## src/peg_regs.svh

```systemverilog
`ifndef PEG_REGS_SVH
`define PEG_REGS_SVH

// ---------------------------------------------------------------
// register byte offsets
// ---------------------------------------------------------------
`define PEG_OFF_CTRL 6'h00
`define PEG_OFF_STATUS 6'h04
`define PEG_OFF_ENABLES 6'h08
`define PEG_OFF_ACTION 6'h0c
`define PEG_OFF_PERIOD 6'h10
`define PEG_OFF_DUTY 6'h14
`define PEG_OFF_FLOOR 6'h18
`define PEG_OFF_STEP 6'h1c
`define PEG_OFF_MIN_PHASE 6'h20

// ---------------------------------------------------------------
// control register bits
// ---------------------------------------------------------------
`define PEG_CTRL_GEN_ON 0
`define PEG_CTRL_MASK_SEL_A 1
`define PEG_CTRL_MASK_SEL_B 2
`define PEG_CTRL_MASK_LVL_A 3
`define PEG_CTRL_MASK_LVL_B 4
`define PEG_CTRL_SOFT_BIT 5
`define PEG_CTRL_SOFT_EN 6
`define PEG_CTRL_FOLLOW 7
`define PEG_CTRL_JIT_EN 8
`define PEG_CTRL_JIT_HW 9
`define PEG_CTRL_JIT_METHOD 10
`define PEG_CTRL_JIT_SUB 11

// ---------------------------------------------------------------
// status register bits
// ---------------------------------------------------------------
`define PEG_ST_NO_PHASE 0
`define PEG_ST_SHORT_PHASE 1
`define PEG_ST_FORCED_OFF 2
`define PEG_ST_AUTO_ADJ 3
`define PEG_ST_IRQ 4
`define PEG_ST_BUSY 5

// ---------------------------------------------------------------
// sources, widths, reset values
// ---------------------------------------------------------------
`define PEG_NUM_SRC 9
`define PEG_ACT_W 24
`define PEG_FOLLOW_SRC_A 4'h1
`define PEG_FOLLOW_SRC_B 4'h3
`define PEG_PERIOD_W 12
`define PEG_PHASE_W 10
`define PEG_RST_PERIOD 12'hfff
`define PEG_RST_DUTY 12'h7ff
`define PEG_RST_MIN_PHASE 10'h010

`endif
```

## src/peg_pkg.sv

```systemverilog
package peg_pkg;

  typedef enum logic [1:0] {
    PEG_ACT_STOP_NOW = 2'b00,
    PEG_ACT_STOP_END = 2'b01,
    PEG_ACT_ADJ_STOP = 2'b10,
    PEG_ACT_ADJ_ONLY = 2'b11
  } peg_act_e;

  typedef enum logic [1:0] {
    PEG_IDLE = 2'b00,
    PEG_WAIT_END = 2'b01,
    PEG_ADJUST = 2'b10
  } peg_state_e;

  typedef enum logic [2:0] {
    PEG_JIT_SW_COUNT = 3'b000,
    PEG_JIT_SW_APPROACH = 3'b001,
    PEG_JIT_HW_COUNT_APPROACH = 3'b010,
    PEG_JIT_HW_FULL_APPROACH = 3'b011,
    PEG_JIT_HW_PARTIAL = 3'b100
  } peg_jit_e;

  typedef struct packed {
    logic soft_trigger_bit;
    logic soft_trigger_enable;
    logic follow_trigger_stop;
    logic jitter_hw_select;
    logic jitter_method_select;
    logic jitter_hw_submode;
  } peg_ctrl_s;

  typedef struct packed {
    logic no_phase_flag;
    logic short_phase_flag;
    logic forced_off_flag;
    logic auto_adjust_flag;
  } peg_flag_s;

endpackage

```

## src/peg_protect.sv

```systemverilog
`timescale 1ns/100ps
`include "peg_regs.svh"

module peg_protect #(
  parameter int PW = `PEG_PERIOD_W,
  parameter int MW = `PEG_PHASE_W
) (
  input wire logic mclk,
  input wire logic reset_n,
  input wire logic [5:0] avs_address,
  input wire logic avs_read,
  input wire logic avs_write,
  input wire logic [31:0] avs_writedata,
  output logic [31:0] avs_readdata,
  output logic avs_waitrequest,
  input wire logic second_drive_out,
  input wire logic phase_in,
  input wire logic period_end,
  input wire logic comparator1_out,
  input wire logic [6:0] comparator2_to_8_outs,
  output logic phase_guard_event,
  output logic error_guard_irq,
  output logic generator_on,
  output logic mask_select_a,
  output logic mask_select_b,
  output logic mask_level_a,
  output logic mask_level_b,
  output logic [PW-1:0] period_value,
  output logic [PW-1:0] duty_value,
  output logic auto_adjust_active,
  output logic jitter_enable,
  output peg_pkg::peg_jit_e jitter_mode,
  output logic jitter_timer_use
);

  if (PW < 4 || PW > 16) begin : g_bad_pw
    $error("period width must be 4 to 16");
  end
  if (MW < 2 || MW > 16) begin : g_bad_mw
    $error("phase width must be 2 to 16");
  end

  // ---------------------------------------------------------------
  // functions
  // ---------------------------------------------------------------
  // {valid, code}: lowest action code among active sources
  function automatic logic [2:0] best_code(input logic [8:0] v,
                                           input logic [17:0] f);
    logic [2:0] r;
    r = {1'b0, 2'b11};
    for (int i = 0; i < `PEG_NUM_SRC; i++) begin
      if (v[i] && (!r[2] || f[2*i +: 2] < r[1:0])) begin
        r = {1'b1, f[2*i +: 2]};
      end
    end
    return r;
  endfunction

  // lowest active source running the given code
  function automatic logic [3:0] first_src(input logic [8:0] v,
                                           input logic [17:0] f,
                                           input logic [1:0] c);
    logic [3:0] r;
    r = 4'hf;
    for (int i = `PEG_NUM_SRC - 1; i >= 0; i--) begin
      if (v[i] && f[2*i +: 2] == c) begin
        r = 4'(i);
      end
    end
    return r;
  endfunction

  // ---------------------------------------------------------------
  // bus slave
  // ---------------------------------------------------------------
  logic wr_go;
  logic [31:0] rd_mux;
  peg_pkg::peg_ctrl_s ctrl;
  peg_pkg::peg_flag_s flags;
  logic [7:0] error_guard_enables;
  logic [`PEG_ACT_W-1:0] action_select;
  logic [PW-1:0] period_floor;
  logic [PW-1:0] period_step;
  logic [MW-1:0] min_phase_width;
  peg_pkg::peg_state_e state;

  assign wr_go = avs_write & ~avs_waitrequest;

  function automatic logic wr_at(input logic go, input logic [5:0] a,
                                 input logic [5:0] off);
    return go && a == off;
  endfunction

  always_ff @(posedge mclk or negedge reset_n) begin
    if (!reset_n) begin
      avs_waitrequest <= 1'b1;
    end else begin
      avs_waitrequest <= ~((avs_read | avs_write) & avs_waitrequest);
    end
  end

  always_comb begin
    rd_mux = 32'h0;
    case (avs_address)
      `PEG_OFF_CTRL: begin
        rd_mux[`PEG_CTRL_GEN_ON] = generator_on;
        rd_mux[`PEG_CTRL_MASK_SEL_A] = mask_select_a;
        rd_mux[`PEG_CTRL_MASK_SEL_B] = mask_select_b;
        rd_mux[`PEG_CTRL_MASK_LVL_A] = mask_level_a;
        rd_mux[`PEG_CTRL_MASK_LVL_B] = mask_level_b;
        rd_mux[`PEG_CTRL_SOFT_BIT] = ctrl.soft_trigger_bit;
        rd_mux[`PEG_CTRL_SOFT_EN] = ctrl.soft_trigger_enable;
        rd_mux[`PEG_CTRL_FOLLOW] = ctrl.follow_trigger_stop;
        rd_mux[`PEG_CTRL_JIT_EN] = jitter_enable;
        rd_mux[`PEG_CTRL_JIT_HW] = ctrl.jitter_hw_select;
        rd_mux[`PEG_CTRL_JIT_METHOD] = ctrl.jitter_method_select;
        rd_mux[`PEG_CTRL_JIT_SUB] = ctrl.jitter_hw_submode;
      end
      `PEG_OFF_STATUS: begin
        rd_mux[`PEG_ST_NO_PHASE] = flags.no_phase_flag;
        rd_mux[`PEG_ST_SHORT_PHASE] = flags.short_phase_flag;
        rd_mux[`PEG_ST_FORCED_OFF] = flags.forced_off_flag;
        rd_mux[`PEG_ST_AUTO_ADJ] = flags.auto_adjust_flag;
        rd_mux[`PEG_ST_IRQ] = error_guard_irq;
        rd_mux[`PEG_ST_BUSY] = state != peg_pkg::PEG_IDLE;
      end
      `PEG_OFF_ENABLES: rd_mux[7:0] = error_guard_enables;
      `PEG_OFF_ACTION: rd_mux[`PEG_ACT_W-1:0] = action_select;
      `PEG_OFF_PERIOD: rd_mux[PW-1:0] = period_value;
      `PEG_OFF_DUTY: rd_mux[PW-1:0] = duty_value;
      `PEG_OFF_FLOOR: rd_mux[PW-1:0] = period_floor;
      `PEG_OFF_STEP: rd_mux[PW-1:0] = period_step;
      `PEG_OFF_MIN_PHASE: rd_mux[MW-1:0] = min_phase_width;
      default: rd_mux = 32'h0;
    endcase
  end

  always_ff @(posedge mclk or negedge reset_n) begin
    if (!reset_n) begin
      avs_readdata <= 32'h0;
    end else if (avs_read && avs_waitrequest) begin
      avs_readdata <= rd_mux;
    end
  end

  // ---------------------------------------------------------------
  // plain configuration registers
  // ---------------------------------------------------------------
  always_ff @(posedge mclk or negedge reset_n) begin
    if (!reset_n) begin
      ctrl <= '0;
      mask_level_a <= 1'b0;
      mask_level_b <= 1'b0;
      error_guard_enables <= 8'h00;
      action_select <= '0;
      min_phase_width <= `PEG_RST_MIN_PHASE;
    end else begin
      if (wr_at(wr_go, avs_address, `PEG_OFF_CTRL)) begin
        ctrl.soft_trigger_bit <= avs_writedata[`PEG_CTRL_SOFT_BIT];
        ctrl.soft_trigger_enable <= avs_writedata[`PEG_CTRL_SOFT_EN];
        ctrl.follow_trigger_stop <= avs_writedata[`PEG_CTRL_FOLLOW];
        ctrl.jitter_hw_select <= avs_writedata[`PEG_CTRL_JIT_HW];
        ctrl.jitter_method_select <= avs_writedata[`PEG_CTRL_JIT_METHOD];
        ctrl.jitter_hw_submode <= avs_writedata[`PEG_CTRL_JIT_SUB];
        mask_level_a <= avs_writedata[`PEG_CTRL_MASK_LVL_A];
        mask_level_b <= avs_writedata[`PEG_CTRL_MASK_LVL_B];
      end
      if (wr_at(wr_go, avs_address, `PEG_OFF_ENABLES)) begin
        error_guard_enables <= avs_writedata[7:0];
      end
      if (wr_at(wr_go, avs_address, `PEG_OFF_ACTION)) begin
        action_select <= avs_writedata[`PEG_ACT_W-1:0];
      end
      if (wr_at(wr_go, avs_address, `PEG_OFF_MIN_PHASE)) begin
        min_phase_width <= avs_writedata[MW-1:0];
      end
    end
  end

  // ---------------------------------------------------------------
  // phase protect detection
  // ---------------------------------------------------------------
  logic trig_d;
  logic phase_d;
  logic armed;
  logic seen;
  logic measuring;
  logic [MW-1:0] width;
  logic trig_rise;
  logic no_hit;
  logic short_hit;

  assign trig_rise = second_drive_out & ~trig_d;
  assign no_hit = trig_rise & armed & ~seen & ~comparator1_out;
  assign short_hit = measuring & (~phase_in | trig_rise)
                     & (width < min_phase_width);

  always_ff @(posedge mclk or negedge reset_n) begin
    if (!reset_n) begin
      trig_d <= 1'b0;
      phase_d <= 1'b0;
      armed <= 1'b0;
      seen <= 1'b0;
      measuring <= 1'b0;
      width <= '0;
    end else begin
      trig_d <= second_drive_out;
      phase_d <= phase_in;
      if (trig_rise) begin
        armed <= 1'b1;
        seen <= 1'b0;
        measuring <= 1'b0;
        width <= '0;
      end else if (phase_in && !phase_d && !seen) begin
        seen <= 1'b1;
        measuring <= 1'b1;
        width <= MW'(1);
      end else if (measuring) begin
        if (!phase_in) begin
          measuring <= 1'b0;
        end else if (width != '1) begin
          width <= width + MW'(1);
        end
      end
    end
  end

  always_ff @(posedge mclk or negedge reset_n) begin
    if (!reset_n) begin
      phase_guard_event <= 1'b0;
    end else begin
      phase_guard_event <= no_hit | short_hit;
    end
  end

  // ---------------------------------------------------------------
  // error sources and interrupt
  // ---------------------------------------------------------------
  logic [8:0] src;
  logic [8:0] act;
  logic [8:0] act_d;
  logic [17:0] fields;
  logic [17:0] held;
  logic [2:0] best;
  logic [2:0] best_new;

  assign src = {ctrl.soft_trigger_bit, comparator2_to_8_outs,
                phase_guard_event};
  assign act = src & {ctrl.soft_trigger_enable, error_guard_enables};
  assign fields = (state == peg_pkg::PEG_IDLE) ?
                  action_select[17:0] : held;
  assign best = best_code(act, fields);
  assign best_new = best_code(act & ~act_d, fields);

  always_ff @(posedge mclk or negedge reset_n) begin
    if (!reset_n) begin
      error_guard_irq <= 1'b0;
      act_d <= '0;
      held <= '0;
    end else begin
      error_guard_irq <= |act;
      act_d <= act;
      if (state == peg_pkg::PEG_IDLE) begin
        held <= action_select[17:0];
      end
    end
  end

  // ---------------------------------------------------------------
  // protect action sequencer
  // ---------------------------------------------------------------
  peg_pkg::peg_state_e next_state;
  peg_pkg::peg_act_e cur_code;
  peg_pkg::peg_act_e next_code;
  logic [3:0] trig_idx;
  logic do_shut;
  logic do_step;
  logic start_adj;
  logic can_step;
  logic stop_req;
  logic release_hit;

  assign can_step = ({1'b0, period_value} >= {1'b0, period_step})
                    && (period_value - period_step >= period_floor);
  assign release_hit = cur_code == peg_pkg::PEG_ACT_ADJ_ONLY
                       && ctrl.follow_trigger_stop
                       && (trig_idx == `PEG_FOLLOW_SRC_A
                           || trig_idx == `PEG_FOLLOW_SRC_B)
                       && !src[trig_idx];
  assign stop_req = release_hit
                    || (wr_at(wr_go, avs_address, `PEG_OFF_STATUS)
                        && avs_writedata[`PEG_ST_AUTO_ADJ]);

  always_comb begin
    next_state = state;
    next_code = cur_code;
    do_shut = 1'b0;
    do_step = 1'b0;
    start_adj = 1'b0;
    case (state)
      peg_pkg::PEG_IDLE: begin
        if (best_new[2]) begin
          case (best_new[1:0])
            peg_pkg::PEG_ACT_STOP_NOW: do_shut = 1'b1;
            peg_pkg::PEG_ACT_STOP_END: next_state = peg_pkg::PEG_WAIT_END;
            default: begin
              next_state = peg_pkg::PEG_ADJUST;
              next_code = peg_pkg::peg_act_e'(best_new[1:0]);
              start_adj = 1'b1;
            end
          endcase
        end
      end
      peg_pkg::PEG_WAIT_END: begin
        if ((best[2] && best[1:0] == peg_pkg::PEG_ACT_STOP_NOW)
            || period_end) begin
          do_shut = 1'b1;
          next_state = peg_pkg::PEG_IDLE;
        end
      end
      peg_pkg::PEG_ADJUST: begin
        if (best[2] && best[1:0] == peg_pkg::PEG_ACT_STOP_NOW) begin
          do_shut = 1'b1;
          next_state = peg_pkg::PEG_IDLE;
        end else if (best[2] && best[1:0] == peg_pkg::PEG_ACT_STOP_END) begin
          next_state = peg_pkg::PEG_WAIT_END;
        end else if (stop_req) begin
          next_state = (cur_code == peg_pkg::PEG_ACT_ADJ_STOP) ?
                       peg_pkg::PEG_WAIT_END : peg_pkg::PEG_IDLE;
        end else begin
          if (best[2] && best[1:0] == peg_pkg::PEG_ACT_ADJ_STOP) begin
            next_code = peg_pkg::PEG_ACT_ADJ_STOP;
          end
          if (period_end) begin
            if (can_step) begin
              do_step = 1'b1;
            end else begin
              next_state = peg_pkg::PEG_IDLE;
              do_shut = next_code == peg_pkg::PEG_ACT_ADJ_STOP;
            end
          end
        end
      end
      default: next_state = peg_pkg::PEG_IDLE;
    endcase
  end

  always_ff @(posedge mclk or negedge reset_n) begin
    if (!reset_n) begin
      state <= peg_pkg::PEG_IDLE;
      cur_code <= peg_pkg::PEG_ACT_STOP_NOW;
      trig_idx <= 4'hf;
      auto_adjust_active <= 1'b0;
    end else begin
      state <= next_state;
      cur_code <= next_code;
      auto_adjust_active <= next_state == peg_pkg::PEG_ADJUST;
      if (start_adj) begin
        trig_idx <= first_src(act & ~act_d, fields, best_new[1:0]);
      end
    end
  end

  // ---------------------------------------------------------------
  // period and duty registers
  // ---------------------------------------------------------------
  logic wr_open;

  assign wr_open = wr_go && state != peg_pkg::PEG_ADJUST;

  always_ff @(posedge mclk or negedge reset_n) begin
    if (!reset_n) begin
      period_value <= PW'(`PEG_RST_PERIOD);
      duty_value <= PW'(`PEG_RST_DUTY);
      period_floor <= '0;
      period_step <= '0;
    end else begin
      if (do_step) begin
        period_value <= period_value - period_step;
        duty_value <= (duty_value > (period_step >> 1)) ?
                      duty_value - (period_step >> 1) : '0;
      end else begin
        if (wr_open && avs_address == `PEG_OFF_PERIOD) begin
          period_value <= avs_writedata[PW-1:0];
        end
        if (wr_open && avs_address == `PEG_OFF_DUTY) begin
          duty_value <= avs_writedata[PW-1:0];
        end
      end
      if (wr_open && avs_address == `PEG_OFF_FLOOR) begin
        period_floor <= avs_writedata[PW-1:0];
      end
      if (wr_open && avs_address == `PEG_OFF_STEP) begin
        period_step <= avs_writedata[PW-1:0];
      end
    end
  end

  // ---------------------------------------------------------------
  // generator control and status flags
  // ---------------------------------------------------------------
  logic wr_ctrl;
  logic wr_st;

  assign wr_ctrl = wr_at(wr_go, avs_address, `PEG_OFF_CTRL);
  assign wr_st = wr_at(wr_go, avs_address, `PEG_OFF_STATUS);

  always_ff @(posedge mclk or negedge reset_n) begin
    if (!reset_n) begin
      generator_on <= 1'b0;
      mask_select_a <= 1'b0;
      mask_select_b <= 1'b0;
    end else if (do_shut) begin
      generator_on <= 1'b0;
      mask_select_a <= 1'b1;
      mask_select_b <= 1'b1;
    end else if (wr_ctrl) begin
      generator_on <= avs_writedata[`PEG_CTRL_GEN_ON];
      mask_select_a <= avs_writedata[`PEG_CTRL_MASK_SEL_A];
      mask_select_b <= avs_writedata[`PEG_CTRL_MASK_SEL_B];
    end
  end

  // hardware set wins over a software clear in the same cycle
  always_ff @(posedge mclk or negedge reset_n) begin
    if (!reset_n) begin
      flags <= '0;
    end else begin
      flags.no_phase_flag <= no_hit | (flags.no_phase_flag
          & ~(wr_st & avs_writedata[`PEG_ST_NO_PHASE]));
      flags.short_phase_flag <= short_hit | (flags.short_phase_flag
          & ~(wr_st & avs_writedata[`PEG_ST_SHORT_PHASE]));
      flags.forced_off_flag <= do_shut | (flags.forced_off_flag
          & ~(wr_st & avs_writedata[`PEG_ST_FORCED_OFF]));
      if (start_adj) begin
        flags.auto_adjust_flag <= 1'b1;
      end else if (wr_st) begin
        flags.auto_adjust_flag <= avs_writedata[`PEG_ST_AUTO_ADJ];
      end
    end
  end

  // ---------------------------------------------------------------
  // frequency jitter mode select
  // ---------------------------------------------------------------
  always_ff @(posedge mclk or negedge reset_n) begin
    if (!reset_n) begin
      jitter_enable <= 1'b0;
    end else if (error_guard_irq || flags.auto_adjust_flag
                 || auto_adjust_active) begin
      jitter_enable <= 1'b0;
    end else if (wr_ctrl) begin
      jitter_enable <= avs_writedata[`PEG_CTRL_JIT_EN];
    end
  end

  always_ff @(posedge mclk or negedge reset_n) begin
    if (!reset_n) begin
      jitter_mode <= peg_pkg::PEG_JIT_SW_COUNT;
      jitter_timer_use <= 1'b0;
    end else begin
      jitter_timer_use <= ctrl.jitter_hw_select;
      if (!ctrl.jitter_hw_select) begin
        jitter_mode <= ctrl.jitter_method_select ?
                       peg_pkg::PEG_JIT_SW_APPROACH :
                       peg_pkg::PEG_JIT_SW_COUNT;
      end else if (!ctrl.jitter_hw_submode) begin
        jitter_mode <= ctrl.jitter_method_select ?
                       peg_pkg::PEG_JIT_HW_FULL_APPROACH :
                       peg_pkg::PEG_JIT_HW_COUNT_APPROACH;
      end else begin
        jitter_mode <= peg_pkg::PEG_JIT_HW_PARTIAL;
      end
    end
  end

endmodule

```

## config.mk

```make
export PLATFORM = sky130hd
export DESIGN_NAME = peg_protect
export DESIGN_NICKNAME = d
export VERILOG_FILES = /design/src/peg_pkg.sv /design/src/peg_protect.sv
export VERILOG_INCLUDE_DIRS = /design/src
export SDC_FILE = /design/constraint.sdc
export NUM_CORES = 1
export LEC_CHECK = 0
export ABC_AREA = 1
export BUFFER_PORTS_ARGS = -buffer_cell sky130_fd_sc_hd__buf_4
export CORE_AREA = 5 5 165 167
export CTS_BUF_LIST = sky130_fd_sc_hd__clkbuf_4
export DETAILED_ROUTE_END_ITERATION = 16
export DIE_AREA = 0 0 170 172
export HOLD_SLACK_MARGIN = 0.02
export SLEW_MARGIN = 20
export SYNTH_ARGS = -nofsm -noshare
export SYNTH_HDL_FRONTEND = slang
export SYNTH_SLANG_ARGS = --single-unit
```

## constraint.sdc

```tcl
create_clock -name mclk -period 19 [get_ports mclk]
set_input_delay 2.85 -clock mclk [delete_from_list [all_inputs] [get_ports mclk]]
set_output_delay 2.85 -clock mclk [all_outputs]
set_load 0.05 [all_outputs]
```

; Yosys cells after proc, flatten, opt, wreduce, memory -nomap -nowiden
; Cells that the tools add are included.
; Widths: inputs -> output; s select.
[op_classes]
addsub = 3
order_cmp = 21
n_eq_ne = 35
n_mux = 104
bitwise_logic = 32
reduce_logical = 105
[ops]
columns = cell, count
row1 = $mux 12, 6
row2 = $mux 3, 21
row3 = $pmux 6 s9, 1
row4 = $mux 10, 5
row5 = $logic_and 1x1->1, 46
row6 = $mux 1, 37
row7 = $mux 2, 17
row8 = $lt 2x2->1, 16
row9 = $mux 4, 8
row10 = $eq 6x5->1 const B, 4
row11 = $ge 12x12->1, 2
row12 = $logic_or 1x1->1, 21
row13 = $logic_not 1->1, 19
row14 = $and 9x9->9, 2
row15 = $eq 2x2->1, 9
row16 = $mux 18, 1
row17 = $pmux 2 s8, 1
row18 = $reduce_bool 2->1, 8
row19 = $and 1x1->1, 14
row20 = $pmux 2 s7, 1
row21 = $eq 2x2->1 const B, 6
row22 = $eq 6x4->1 const B, 2
row23 = $gt 12x11->1, 1
row24 = $ne 2x2->1 const B, 6
row25 = 26 further kinds, 46
[totals]
regBits = 188
inputBits = 53

; Longest topological paths before layout
; Gate-level depths: netlist of run 1.
[logic_depth]
word_depth = 50
ltp_mapped = 75
ltp_nobuf = 75

; Worst setup path after synthesis of run 1
; Ideal clock, no wire load.
[synth_timing]
kind = input to register
start = input port comparator2_to_8_outs[0]
end = register trig_idx[2]
t_arrival_ns = 9.045
required_time_ns = 18.939
slack_ns = 9.894
cell_stages = 55
path_buffers = 0
path_cell_list = nand2_1 -> nor2_1 -> nand2_1 -> a21oi_1 -> inv_1 -> ha_1 -> nand2_1 -> nand2_1 -> nand2_1 -> nand2_1 -> o21ai_0 -> inv_1 -> ha_1 -> nand2_1 -> nand2_1 -> nand2_1 -> nand2_1 -> o21ai_0 -> (+19 left out) -> nand2_1 -> nand2_1 -> nand2_1 -> nand2_1 -> o21ai_0 -> ha_1 -> nand2_1 -> nand2_1 -> nand2_2 -> nand2_1 -> nand2_1 -> nand2_2 -> xor2_1 -> nand4_1 -> and3_1 -> nand2_1 -> nand3_1 -> nand2_1
[synth_between]
elab_chain_cells = 43
elab_cells_between_ends = 72
[synth_rtl]
columns = element, line_no
row1 = start: declaration, peg_protect.sv:20  ; input wire logic [6:0] comparator2_to_8_outs,
row2 = $and 9x9->9 *, peg_protect.sv:249  ; assign act = src & {ctrl.soft_trigger_enable, error_guard_enables};
row3 = $and 9x9->9 *, "peg_protect.sv:253, peg_protect.sv:359"
row4 = $logic_and 1x1->1, peg_protect.sv:52  ; if (v[i] && (!r[2] || f[2*i +: 2] < r[1:0])) begin
row5 = $mux 3, peg_protect.sv:52
row6 = $lt 2x2->1 / $logic_not 1->1 (equally long branches), peg_protect.sv:52
row7 = $logic_or 1x1->1, peg_protect.sv:52
row8 = $logic_and 1x1->1, peg_protect.sv:52
row9 = $mux 3, peg_protect.sv:52
row10 = (+20 left out), -
row11 = $lt 2x2->1 / $logic_not 1->1 (equally long branches), peg_protect.sv:52
row12 = $logic_or 1x1->1, peg_protect.sv:52
row13 = $logic_and 1x1->1, peg_protect.sv:52
row14 = $mux 3, peg_protect.sv:52
row15 = $eq 2x2->1, peg_protect.sv:66  ; if (v[i] && f[2*i +: 2] == c) begin
row16 = $logic_and 1x1->1, peg_protect.sv:66
row17 = $mux 3, peg_protect.sv:66
row18 = $mux 4 (8 in series), peg_protect.sv:66
row19 = end signal: assignment, peg_protect.sv:359  ; trig_idx <= first_src(act & ~act_d, fields, best_new[1:0]);
row20 = end: declaration, peg_protect.sv:275  ; logic [3:0] trig_idx;
; Every way passes the cells marked *; elsewhere a longest branch is shown, timed or not.
; A chain may end at the register's enable or synchronous reset.

; Final worst setup path of run 1
[layout_timing]
start = input port comparator2_to_8_outs[0]
end = register trig_idx[0]
; Same word-level chain as after synthesis.

==> results of run 1 <==
## cell usage after synthesis (all sizes together) (15+ instances only)
| master | instances |
|---|---|
| a21oi | 62 |
| a221oi | 15 |
| a31oi | 15 |
| buf | 15 |
| clkbuf | 21 |
| dfrtp | 159 |
| dfstp | 29 |
| ha | 55 |
| inv | 199 |
| nand2 | 380 |
| nand3 | 61 |
| nor2 | 86 |
| o21ai | 143 |
| xor2 | 19 |
## sequential cells by signal, indices dropped and copies added (netlist names), 6 cells and up
signal	flops
act_d	9
action_select	24
held	18
min_phase_width	10
error_guard_enables	8
avs_readdata	24
duty_value	12
ctrl	6
period_value	12
period_step	12
width	10
period_floor	12
## power by group
group          leakage, nW  switching (mW)  total, mW  internal [mW]
combinational         3.74           0.522      0.791          0.269
clock                0.161           0.164      0.225         0.0612
sequential            2.35          0.0609      0.551          0.490
total                 6.25           0.747       1.57          0.820
## routing by layer
layer / up-vias / routed length [um] / track usage [%]
met1: 4658 / 14600 / 30.5
met2: 234 / 14800 / 36.0
met4: 0 / 512 / 4.83
met3: 32 / 1540 / 2.97
li1: 4824 / - / -
met5: - / 0 / 0
## cell usage in the layout, fill, tap and decap left out, drive strengths merged, types with 3 or more instances in the layout
cell | synthesis | final
nor3 | 12 | 12
nand4 | 14 | 14
inv | 199 | 203
o211ai | 12 | 12
clkinv | 2 | 13
nor2 | 86 | 86
xor2 | 19 | 19
o221ai | 6 | 6
o2111ai | 3 | 3
or2 | 8 | 8
buf | 15 | 117
a21o | 10 | 10
o21ai | 143 | 143
dfrtp | 159 | 159
conb | 1 | 8
ha | 55 | 55
clkbuf | 21 | 18
mux2 | 7 | 7
a31oi | 15 | 15
o21bai | 8 | 8
dfstp | 29 | 29
a22oi | 5 | 5
a21oi | 62 | 62
o31ai | 7 | 7
nand3 | 61 | 61
o22ai | 14 | 14
nand2 | 380 | 380
a221oi | 15 | 15
xnor2 | 6 | 6
## cells by family after synthesis
kind of cell / count (synthesis)
other cells: 1
flops: 188
mux: 7
compound gates: 311
buf+inv: 238
xor+xnor: 25
fa+ha+maj: 57
simple gates: 569
## metrics by stage
| step | worst slack (ns) | power (mW) |
|---|---|---|
| 2_1_floorplan | 9.89 | 1.13 |
| 3_3_place_gp | 8.85 | 1.33 |
| 3_5_place_dp | 8.79 | 1.35 |
| 4_1_cts | 9.42 | 1.58 |
| 5_1_grt | 8.35 | 1.69 |
| 6_report | 9.37 | 1.57 |
## area by class of cell
class | instances | share of cell area (%)
clock buffer | 17 | 1.03
inverter | 201 | 6.08
sequential | 188 | 38.2
tap | 335 | 3.38
timing repair buffer | 118 | 7.19
antenna | 2 | 0.0403
clock inverter | 15 | 1.45
multi-input combinational | 977 | 42.6
## final timing paths
path,from,endpoint,slack [ns],cells after the start
setup / recovery,comparator2_to_8_outs[0],trig_idx[0],9.37,62
hold / removal,flags[0],jitter_enable,0.46,1
setup reg to reg,state[0],trig_idx[0],10.08,68
max in group asynchronous,reset_n,cur_code[1],14.82,3
min in group asynchronous,reset_n,period_step[1],2.16,1
hold reg to reg,flags[0],jitter_enable,0.46,1
## critical path: cells and delay by family
kind | cells | cell delay, ns
AND/OR/NAND/NOR | 45 | 3.33
adder cells (fa/ha/maj) | 7 | 1.98
AO/OA/AOI/OAI | 7 | 1.75
buffers and inverters | 3 | 0.26
==> out/qor.yml, run 1 <==
tightest_slew_ns: 0.962
viasPerCell: 5.26
yosys.area_share.simple_pct: 21.6
status: "finished, final reports clean"
ys_warn_count: 0
synth_top_family_by_area: "simple AND/OR/NAND/NOR gates"
ios: 123
vdd_drop_max_uv: 81.8
synthAdderAreaFrac_pct: 6.63
cp-end-kind: "flip-flop"
regArea_sq_um: 4740
synth_top_flop_cell: "dfrtp_1"
dpl-instance-area_sq_um: 12100
routed_wl_mm: 31.5
whs_ns: 0.456
die_w_um: 170
grt_pass1_vias: 9124
maxSlewHeadroom_pct: 35.9
p_leak_nw: 6.25
post_synth_xor_area_fraction_pct: 1.99
synth_top_area_share_pct: 36.2
wire_per_inst_um: 17.0
cp_data_required_time_ns: 19.56
drive_gt1_share_pct: 15.0
core_area_sq_um: 25600
maxCapViolCount: 0
htree_num_levels: 4
design_area_sq_um: 12400
final_util_pct: 48.4
synth_edf_count: 0
vias: 9748
ys_top_cells_by_area: "dfrtp_1 (36%), nand2_1 (12%), dfstp_2 (6.9%), inv_1 (6.7%), ha_1 (6.3%)"
synth_top_area_cell: "dfrtp_1"
cts_setup_buffers: 0
synth_compound_area_share_pct: 17.0
cts_made_buffers: 17
dp_cells: 1819
hold_viol_final: 0
critPathKind: "in2reg"
clkTransAtPathRegs_ns: 0.17
power_density_nw_per_um2: 126
n_fill_cell: 2534
post_cts_resized: 0
finalMaxSlewViolations: 0
cts_root_buf: "clkbuf_4"
synth_cell_types: 62
hold_class: "reg2reg"
synth_area_sq_um: 11000
place_hpwl_mm: 24.6
fp.dieH_um: 172
critPathLaunchType: "primary input"
cts_hold_buf: 0
area_growth_pct: 12.9
slowest_delay_ns: 0.37
ant_nets: 0
clockBufferDepth: 2
drc: 0
cp.arrival_ns: 10.18
nNetsFinal: 1613
cts_tree: "built"
place_congestion: 0.922
ys_ff_latch: 188
crit_fanout: 9
start_util_pct: 42.9
crit_top_cell: "nand2_1"
clk_latency_ns: 0.61
ys_seq_area_share_pct: 43.1
drt-initial-drc-count: 838
period_share_pct: 50.7
cts_sinks: 188
synth_cells: 1396
grt_max_degree: 77
rsz0062_at_grt: "false"
antenna_found_initial: 1
synthArstFlopShare_pct: 100
row_count: 59
firstDrtPassIters: 5
maxClockFrequency_mhz: 104
fin_skew_ns: 0.0265
port_buffers: 106
synthMuxAreaShare_pct: 0.717
die_area_sq_um: 29200
multiInputGateArea_sq_um: 5290
post-route-min-period_ns: 9.63
postSynthAreaPerCell_sq_um: 7.87
finalSetupViolCount: 0
grt_first_pass_wirelength_mm: 50.0
fin_setup_tns_ns: 0
critPathSlowestCell: "o21ai_0"
grtUsageTotal_pct: 21.7
overflow: 0
fin_cells: 1853
No activity file was read; power rests on OpenSTA's default activity.
==> inputs of run 2 (changes only) <==
--- a/config.mk
+++ b/config.mk
@@ -6,12 +6,12 @@
 export SDC_FILE = /design/constraint.sdc
 export NUM_CORES = 1
 export LEC_CHECK = 0
-export ABC_AREA = 1
+export ABC_AREA = 0
 export BUFFER_PORTS_ARGS = -buffer_cell sky130_fd_sc_hd__buf_4
-export CORE_AREA = 5 5 165 167
+export CORE_AREA = 5 5 167 169
 export CTS_BUF_LIST = sky130_fd_sc_hd__clkbuf_4
 export DETAILED_ROUTE_END_ITERATION = 16
-export DIE_AREA = 0 0 170 172
+export DIE_AREA = 0 0 172 174
 export HOLD_SLACK_MARGIN = 0.02
 export SLEW_MARGIN = 20
 export SYNTH_ARGS = -nofsm -noshare
==> constraint.sdc (replaced) <==
create_clock -name mclk -period 9 [get_ports mclk]
set_input_delay 1.35 -clock mclk [delete_from_list [all_inputs] [get_ports mclk]]
set_output_delay 1.35 -clock mclk [all_outputs]
set_load 0.05 [all_outputs]
==> out/qor.yml, run 2 <==
clockBufferDepth: 2  # unchanged
hold_class: "reg2reg"  # unchanged
crit_fanout: 5  # was 9
die_w_um: 172  # was 170 um
place_hpwl_mm: 26.9  # was 24.6 mm
fp.dieH_um: 174  # was 172 um
hp-start: "ctrl[2]"  # was flags[0]
regToRegSetupSlack_ns: -1.11  # was 10.08 ns
synth_edf_count: 0  # unchanged
ys_top_cells_by_area: "dfrtp_1 (35%), mux2_2 (6.8%), dfstp_2 (6.7%), ha_1 (6.1%), nand2_1 (4.2%)"  # was dfrtp_1 (36%), nand2_1 (12%), dfstp_2 (6.9%), inv_1 (6.7%), ha_1 (6.3%)
synth_cell_types: 89  # was 62
synth_top_flop_cell: "dfrtp_1"  # unchanged
cp-end-kind: "flip-flop"  # unchanged
die_area_sq_um: 29900  # was 29200 sq um
status: "finished with violations"  # was finished, final reports clean
synth_top_area_cell: "dfrtp_1"  # unchanged
fin_setup_tns_ns: -13.01  # was 0 ns
area_growth_pct: 24.9  # was 12.9%
cts_sinks: 188  # unchanged
dp_cells: 1659  # was 1819
multiInputGateArea_sq_um: 6660  # was 5290 sq um
whs_ns: 0.472  # was 0.456 ns
maxClockFrequency_mhz: 98.9
drc: 0  # unchanged
maxCapViolCount: 0  # unchanged
drt-initial-drc-count: 820  # was 838
design_area_sq_um: 14200  # was 12400 sq um
cts_tree: "built"  # unchanged
post-route-min-period_ns: 10.11
antenna_found_initial: 1  # unchanged
grtUsageTotal_pct: 24.0  # was 21.7%
core_area_sq_um: 26400  # was 25600 sq um
yosysMostFrequentCell: "dfrtp_1"  # was nand2_1
p_leak_nw: 6.94  # was 6.25 nW
cts_made_buffers: 17  # unchanged
htree_num_levels: 4  # unchanged
dpl-instance-area_sq_um: 13300  # was 12100 sq um
vdd_drop_max_uv: 111  # was 81.8 uV
n_fill_cell: 2473  # was 2534
fin_skew_ns: 0.0315  # was 0.0265 ns
clk_latency_ns: 0.60  # was 0.61 ns
violations: "setup timing"
cts_hold_buf: 0  # unchanged
drive_gt1_share_pct: 33.0  # was 15.0%
overflow: 0  # unchanged
start_util_pct: 42.9  # about the same
vias: 9748  # unchanged
ant_nets: 0  # unchanged
rr_startpoint: "state[1]"  # was state[0]
fin_ws_ns: -1.11  # was 9.37 ns
worstHoldPathCells: 0  # was 1
row_count: 60  # was 59
ios: 123  # unchanged
rsz0062_at_grt: "true"  # was false
hold_path_end: "jitter_timer_use"  # was jitter_enable
crit_top_cell: "ha_4"  # was nand2_1
fin_cells: 1727  # was 1853
hold_viol_final: 0  # unchanged
layout_common_cells: "buf_4 (222), dfrtp_1 (158), nand2_1 (122), o21ai_0 (78), inv_1 (70)"  # was nand2_1 (363), inv_1 (196), dfrtp_1 (159), o21ai_0 (127), buf_4 (117)
reg2reg_to: "trig_idx[3]"  # was trig_idx[0]
grt_pass1_vias: 10100  # was 9124
grt_first_pass_wirelength_mm: 56.3  # was 50.0 mm
place_ws_ns: -1.59  # was 8.79 ns
cts_root_buf: "clkbuf_4"  # unchanged
largestRegisters: "action_select (24), avs_readdata (24), held (18)"  # unchanged
synth_cells: 1162  # was 1396
critPathKind: "reg2reg"  # was in2reg
clkTransAtPathRegs_ns: 0.18  # was 0.17 ns
maxSlewHeadroom_pct: 32.1  # was 35.9%
finalSetupViolCount: 14  # was 0
critPathLaunchType: "flip-flop"  # was primary input
ys_warn_count: 0  # unchanged
power_density_nw_per_um2: 192  # was 126 nW/um^2
synthArstFlopShare_pct: 100  # unchanged
mostFrequentLayoutCell: "buf_4"  # was nand2_1
power_mw: 2.72  # was 1.57 mW
final_util_pct: 53.6  # was 48.4%
firstDrtPassIters: 8  # was 5
viasPerCell: 5.64  # was 5.26
postSynthAreaPerCell_sq_um: 9.76  # was 7.87 sq um
ys_seq_area_share_pct: 41.8  # was 43.1%
critPathSlowestCell: "dfrtp_2"  # was o21ai_0
finalMaxSlewViolations: 0  # unchanged
place_congestion: 0.903  # was 0.922
cp_data_required_time_ns: 9.55  # was 19.56 ns
synth_area_sq_um: 11300  # was 11000 sq um
period_share_pct: 112
routed_wl_mm: 35.7  # was 31.5 mm
ys_ff_latch: 188  # unchanged
cp.arrival_ns: 10.66  # was 10.18 ns
synth_top_area_share_pct: 35.1  # was 36.2%
synth_common_cells: "dfrtp_1 (159), nand2_1 (126), o21ai_0 (83)"  # was nand2_1 (363), inv_1 (196), dfrtp_1 (159)
grt_max_degree: 120  # was 77
regArea_sq_um: 4740  # about the same
port_buffers: 106  # unchanged
tightest_slew_ns: 1.02  # was 0.962 ns
slowest_delay_ns: 0.47  # was 0.37 ns
nNetsFinal: 1482  # was 1613
wire_per_inst_um: 20.7  # was 17.0 um
rr_worst_depth: 53  # was 68
==> run 2: cell count changes in the layout (fill, tap and decap cells not counted), moves of 23 or more <==
cell and delta:
buf_4 +105, a22oi_1 +23, mux2_2 +59, nand3_1 -27, nand2_1 -241, mux2i_1 +37
nor2_1 -37, inv_1 -126, o21ai_0 -49
==> run 2: layout make-up <==
cell class / count / area share [%]
clock inverters: 13 / 1.02
clock buffers: 19 / 1.01
multi-input cells: 864 / 47.0
well taps: 341 / 3.01
inverters: 71 / 1.88
repair buffers: 230 / 12.5
flip-flops and latches: 188 / 33.5
diodes: 1 / 0.0177
==> run 2: cells by family (layout without fill, tap and decap cells) <==
logic type	after synthesis	in the layout	synth area share (%)
other	1	9	0.0331
buffers and inverters	117	333	4.61
muxes	111	111	10.8
and+or+nand+nor	345	345	15.0
adders and majority gates	57	57	6.42
AOI/OAI and AO/OA	308	308	18.6
xor gates and xnor gates	35	35	2.70
DFF	188	188	41.8
==> run 2: worst max-delay path by stage <==
stage	from	end	slack, ns	cells after the start
after detailed placement	comparator2_to_8_outs[0]	trig_idx[3]	-1.59	49
after global routing	state[0]	trig_idx[3]	-1.50	53
after global placement	comparator2_to_8_outs[0]	trig_idx[0]	-1.29	50
after CTS	state[0]	trig_idx[0]	-1.04	52
after floorplan	comparator2_to_8_outs[0]	trig_idx[3]	-1.51	48
final	state[1]	trig_idx[3]	-1.11	53
==> run 2: power by group <==
group | total (mW) | switching (mW) | internal, mW
logic | 1.18 | 0.663 | 0.518
registers | 1.04 | 0.0858 | 0.956
clock network | 0.492 | 0.335 | 0.158
==> run 2: per-layer routing <==
metal / global-route usage [%] / up-vias / share of wire, %
met3: 4.69 / 60 / 5.5
met5: 0 / - / 0
li1: - / 4616 / -
met2: 39.6 / 313 / 48
met4: 7.17 / 0 / 3.1
met1: 31.9 / 4759 / 43
==> run 2: what timing repair did <==
| action | 4_1_cts | 5_1_grt |
|---|---|---|
| setup buffers | 30 | 6 |
| resized for setup | 34 | 29 |
| cloned | 0 | 0 |
| pin swaps | 42 | 30 |
| setup endpoints to repair | 14 | 14 |
| endpoints found under the hold margin | 0 | 0 |
==> run 2: critical path: cells and delay by family, from the launching register on <==
family,cells,cell delay [ns]
fa+ha+maj,7,1.57
compound gates,22,4.01
mux,5,1.43
simple gates,10,1.42
flops,1,0.47
buf+inv,9,1.19
==> inputs of run 3 (changes only) <==
--- a/config.mk
+++ b/config.mk
@@ -7,7 +7,7 @@
 export NUM_CORES = 1
 export LEC_CHECK = 0
 export ABC_AREA = 0
-export BUFFER_PORTS_ARGS = -buffer_cell sky130_fd_sc_hd__buf_4
+export BUFFER_PORTS_ARGS = -buffer_cell sky130_fd_sc_hd__buf_2
 export CORE_AREA = 5 5 167 169
 export CTS_BUF_LIST = sky130_fd_sc_hd__clkbuf_4
 export DETAILED_ROUTE_END_ITERATION = 16
==> out/qor.yml, run 3 (same netlist as run 2, synthesis figures left out) <==
status: "finished with violations"  # unchanged
violations: "setup timing"  # unchanged
fin_cells: 1714  # was 1727
area_growth_pct: 21.3  # was 24.9%
fin_skew_ns: 0.0297  # was 0.0315 ns
finalSetupViolCount: 14  # unchanged
dp_cells: 1655  # was 1659
cts_sinks: 188  # unchanged
port_buffers: 106  # unchanged
rr_worst_depth: 52  # was 53
grt_max_degree: 115  # was 120
start_util_pct: 42.9  # unchanged
tightest_slew_ns: 1.07  # was 1.02 ns
finalMaxSlewViolations: 0  # unchanged
crit_family: "compound AO/OA/AOI/OAI gates"  # unchanged
mostFrequentLayoutCell: "dfrtp_1"  # was buf_4
cp.arrival_ns: 10.49  # was 10.66 ns
htree_num_levels: 4  # unchanged
vias: 9701  # was 9748
p_leak_nw: 6.80  # was 6.94 nW
fp.dieH_um: 174  # unchanged
fin_ws_ns: -0.967  # was -1.11 ns
clockBufferDepth: 2  # unchanged
p_int_mw: 1.59  # was 1.63 mW
critPathLaunchType: "flip-flop"  # unchanged
swShare_pct: 39.9  # about the same
clk_latency_ns: 0.58  # was 0.60 ns
cp-end-kind: "flip-flop"  # unchanged
hold_viol_final: 0  # unchanged
cp_data_required_time_ns: 9.52  # was 9.55 ns
pwr-share-seq_pct: 39.5  # was 38.4%
power_density_nw_per_um2: 192  # about the same
place_ws_ns: -1.62  # was -1.59 ns
die_w_um: 172  # unchanged
cts_tree: "built"  # unchanged
worstHoldPathCells: 0  # unchanged
firstDrtPassIters: 6  # was 8
rr_startpoint: "state[0]"  # was state[1]
drive_gt1_share_pct: 32.4  # was 33.0%
reg2reg_to: "trig_idx[2]"  # was trig_idx[3]
grt_first_pass_wirelength_mm: 55.3  # was 56.3 mm
rsz0062_at_grt: "true"  # unchanged
post-route-min-period_ns: 9.97  # was 10.11 ns
regToRegSetupSlack_ns: -0.97  # was -1.11 ns
wire_per_inst_um: 20.6  # was 20.7 um
period_share_pct: 111  # was 112%
hold_class: "reg2reg"  # unchanged
slowest_delay_ns: 0.46  # was 0.47 ns
cts_root_buf: "clkbuf_4"  # unchanged
place_congestion: 0.892  # was 0.903
crit_fanout: 5  # unchanged
layout_common_cells: "dfrtp_1 (159), nand2_1 (122), buf_2 (105), buf_4 (104), o21ai_0 (78)"  # was buf_4 (222), dfrtp_1 (158), nand2_1 (122), o21ai_0 (78), inv_1 (70)
critPathSlowestCell: "dfrtp_1"  # was dfrtp_2
hp-start: "ctrl[2]"  # unchanged
largestRegisters: "action_select (24), avs_readdata (24), held (18)"  # unchanged
overflow: 0  # unchanged
routed_wl_mm: 35.3  # was 35.7 mm
grt_pass1_vias: 9806  # was 10100
hold_path_end: "jitter_timer_use"  # unchanged
clkTransAtPathRegs_ns: 0.16  # was 0.18 ns
maxSlewHeadroom_pct: 28.2  # was 32.1%
switching_power_mw: 1.05  # was 1.08 mW
drc: 0  # unchanged
path_buf_inv: 2  # was 9
whs_ns: 0.469  # was 0.472 ns
viasPerCell: 5.66  # was 5.64
critPathKind: "reg2reg"  # unchanged
maxCapViolCount: 0  # unchanged
drt-initial-drc-count: 729  # was 820
cp-startpoint: "state[0]"  # was state[1]
cts_made_buffers: 17  # unchanged
core_area_sq_um: 26400  # unchanged
die_area_sq_um: 29900  # unchanged
ant_nets: 0  # unchanged
maxClockFrequency_mhz: 100  # was 98.9 MHz
ios: 123  # unchanged
grtUsageTotal_pct: 23.5  # was 24.0%
row_count: 60  # unchanged
combinationalPowerShare_pct: 43.7  # was 43.5%
place_hpwl_mm: 26.5  # was 26.9 mm
p_clk_share_pct: 16.8  # was 18.1%
crit_top_cell: "ha_4"  # unchanged
final_util_pct: 52.1  # was 53.6%
vdd_drop_max_uv: 109  # was 111 uV
n_fill_cell: 2484  # was 2473
cts_hold_buf: 0  # unchanged
nNetsFinal: 1469  # was 1482
antenna_found_initial: 2  # was 1
==> run 3: cell count changes in the layout (fill, tap and decap cells not counted), moves of 2 or more <==
| cell | previous run | this run |
|---|---|---|
| inv_6 | 6 | 2 |
| buf_4 | 222 | 104 |
| clkinvlp_4 | 0 | 4 |
| a21oi_2 | 2 | 4 |
| inv_8 | 4 | 0 |
| o21ai_4 | 4 | 2 |
| o21ai_2 | 0 | 2 |
| clkinv_2 | 0 | 3 |
| buf_2 | 0 | 105 |
==> run 3: worst max-delay path by stage <==
stage,to,slack (ns),cells after the start
global placement,trig_idx[3],-1.31,49
floorplan,trig_idx[3],-1.51,48
CTS,trig_idx[3],-0.95,51
global route,trig_idx[3],-1.34,51
finish,trig_idx[2],-0.97,52
detailed placement,trig_idx[3],-1.62,49
==> run 3: what timing repair did <==
action	CTS	global route
endpoints found under the hold margin	0	0
gates resized for setup	35	27
endpoints found under the setup margin	14	14
pin swaps	38	17
setup buffers	20	10
==> run 3: per-stage QoR <==
step | setup TNS [ns] | power (mW) | area (sq um)
after floorplan | -17.56 | 1.74 | 11600
after global placement | -15.74 | 2.06 | 13000
after detailed placement | -19.61 | 2.08 | 13000
after CTS | -11.26 | 2.59 | 13500
after global routing | -16.53 | 2.79 | 13800
final | -11.51 | 2.64 | 13800
==> run 3: power by group through the flow <==
| stage | clock network [mW] | logic, mW | registers (mW) |
|---|---|---|---|
| 2_1_floorplan | 0 | 0.645 | 1.10 |
| 3_3_place_gp | 0 | 1.01 | 1.05 |
| 3_5_place_dp | 0 | 1.03 | 1.06 |
| 4_1_cts | 0.462 | 1.09 | 1.04 |
| 5_1_grt | 0.493 | 1.25 | 1.05 |
| 6_report | 0.443 | 1.15 | 1.04 |
==> run 3: worst register-to-register path, delay by kind of cell, from the launching register on <==
family	cells	cell delay (ns)
AOI/OAI and AO/OA	21	3.58
and+or+nand+nor	16	2.28
adders and majority gates	8	1.82
muxes	5	1.64
DFF	1	0.46
buffers and inverters	2	0.19
==> run 3: final cells by class <==
| cell class | count | area (sq um) | share of cell area [%] |
|---|---|---|---|
| Clock inverter | 14 | 123 | 0.891 |
| Sequential cell | 188 | 4740 | 34.4 |
| Antenna cell | 1 | 2.50 | 0.0182 |
| Multi-Input combinational cell | 864 | 6660 | 48.4 |
| Tap cell | 341 | 427 | 3.10 |
| Clock buffer | 18 | 135 | 0.982 |
| Timing Repair Buffer | 217 | 1410 | 10.2 |
| Inverter | 71 | 267 | 1.94 |
==> run 3: per-layer routing <==
| layer | track usage [%] | vias up | wire, um |
|---|---|---|---|
| li1 | - | 4589 | - |
| met1 | 31.7 | 4779 | 15300 |
| met2 | 39.1 | 281 | 17200 |
| met3 | 3.98 | 50 | 1930 |
| met4 | 6.52 | 2 | 773 |
| met5 | 0 | - | 19 |
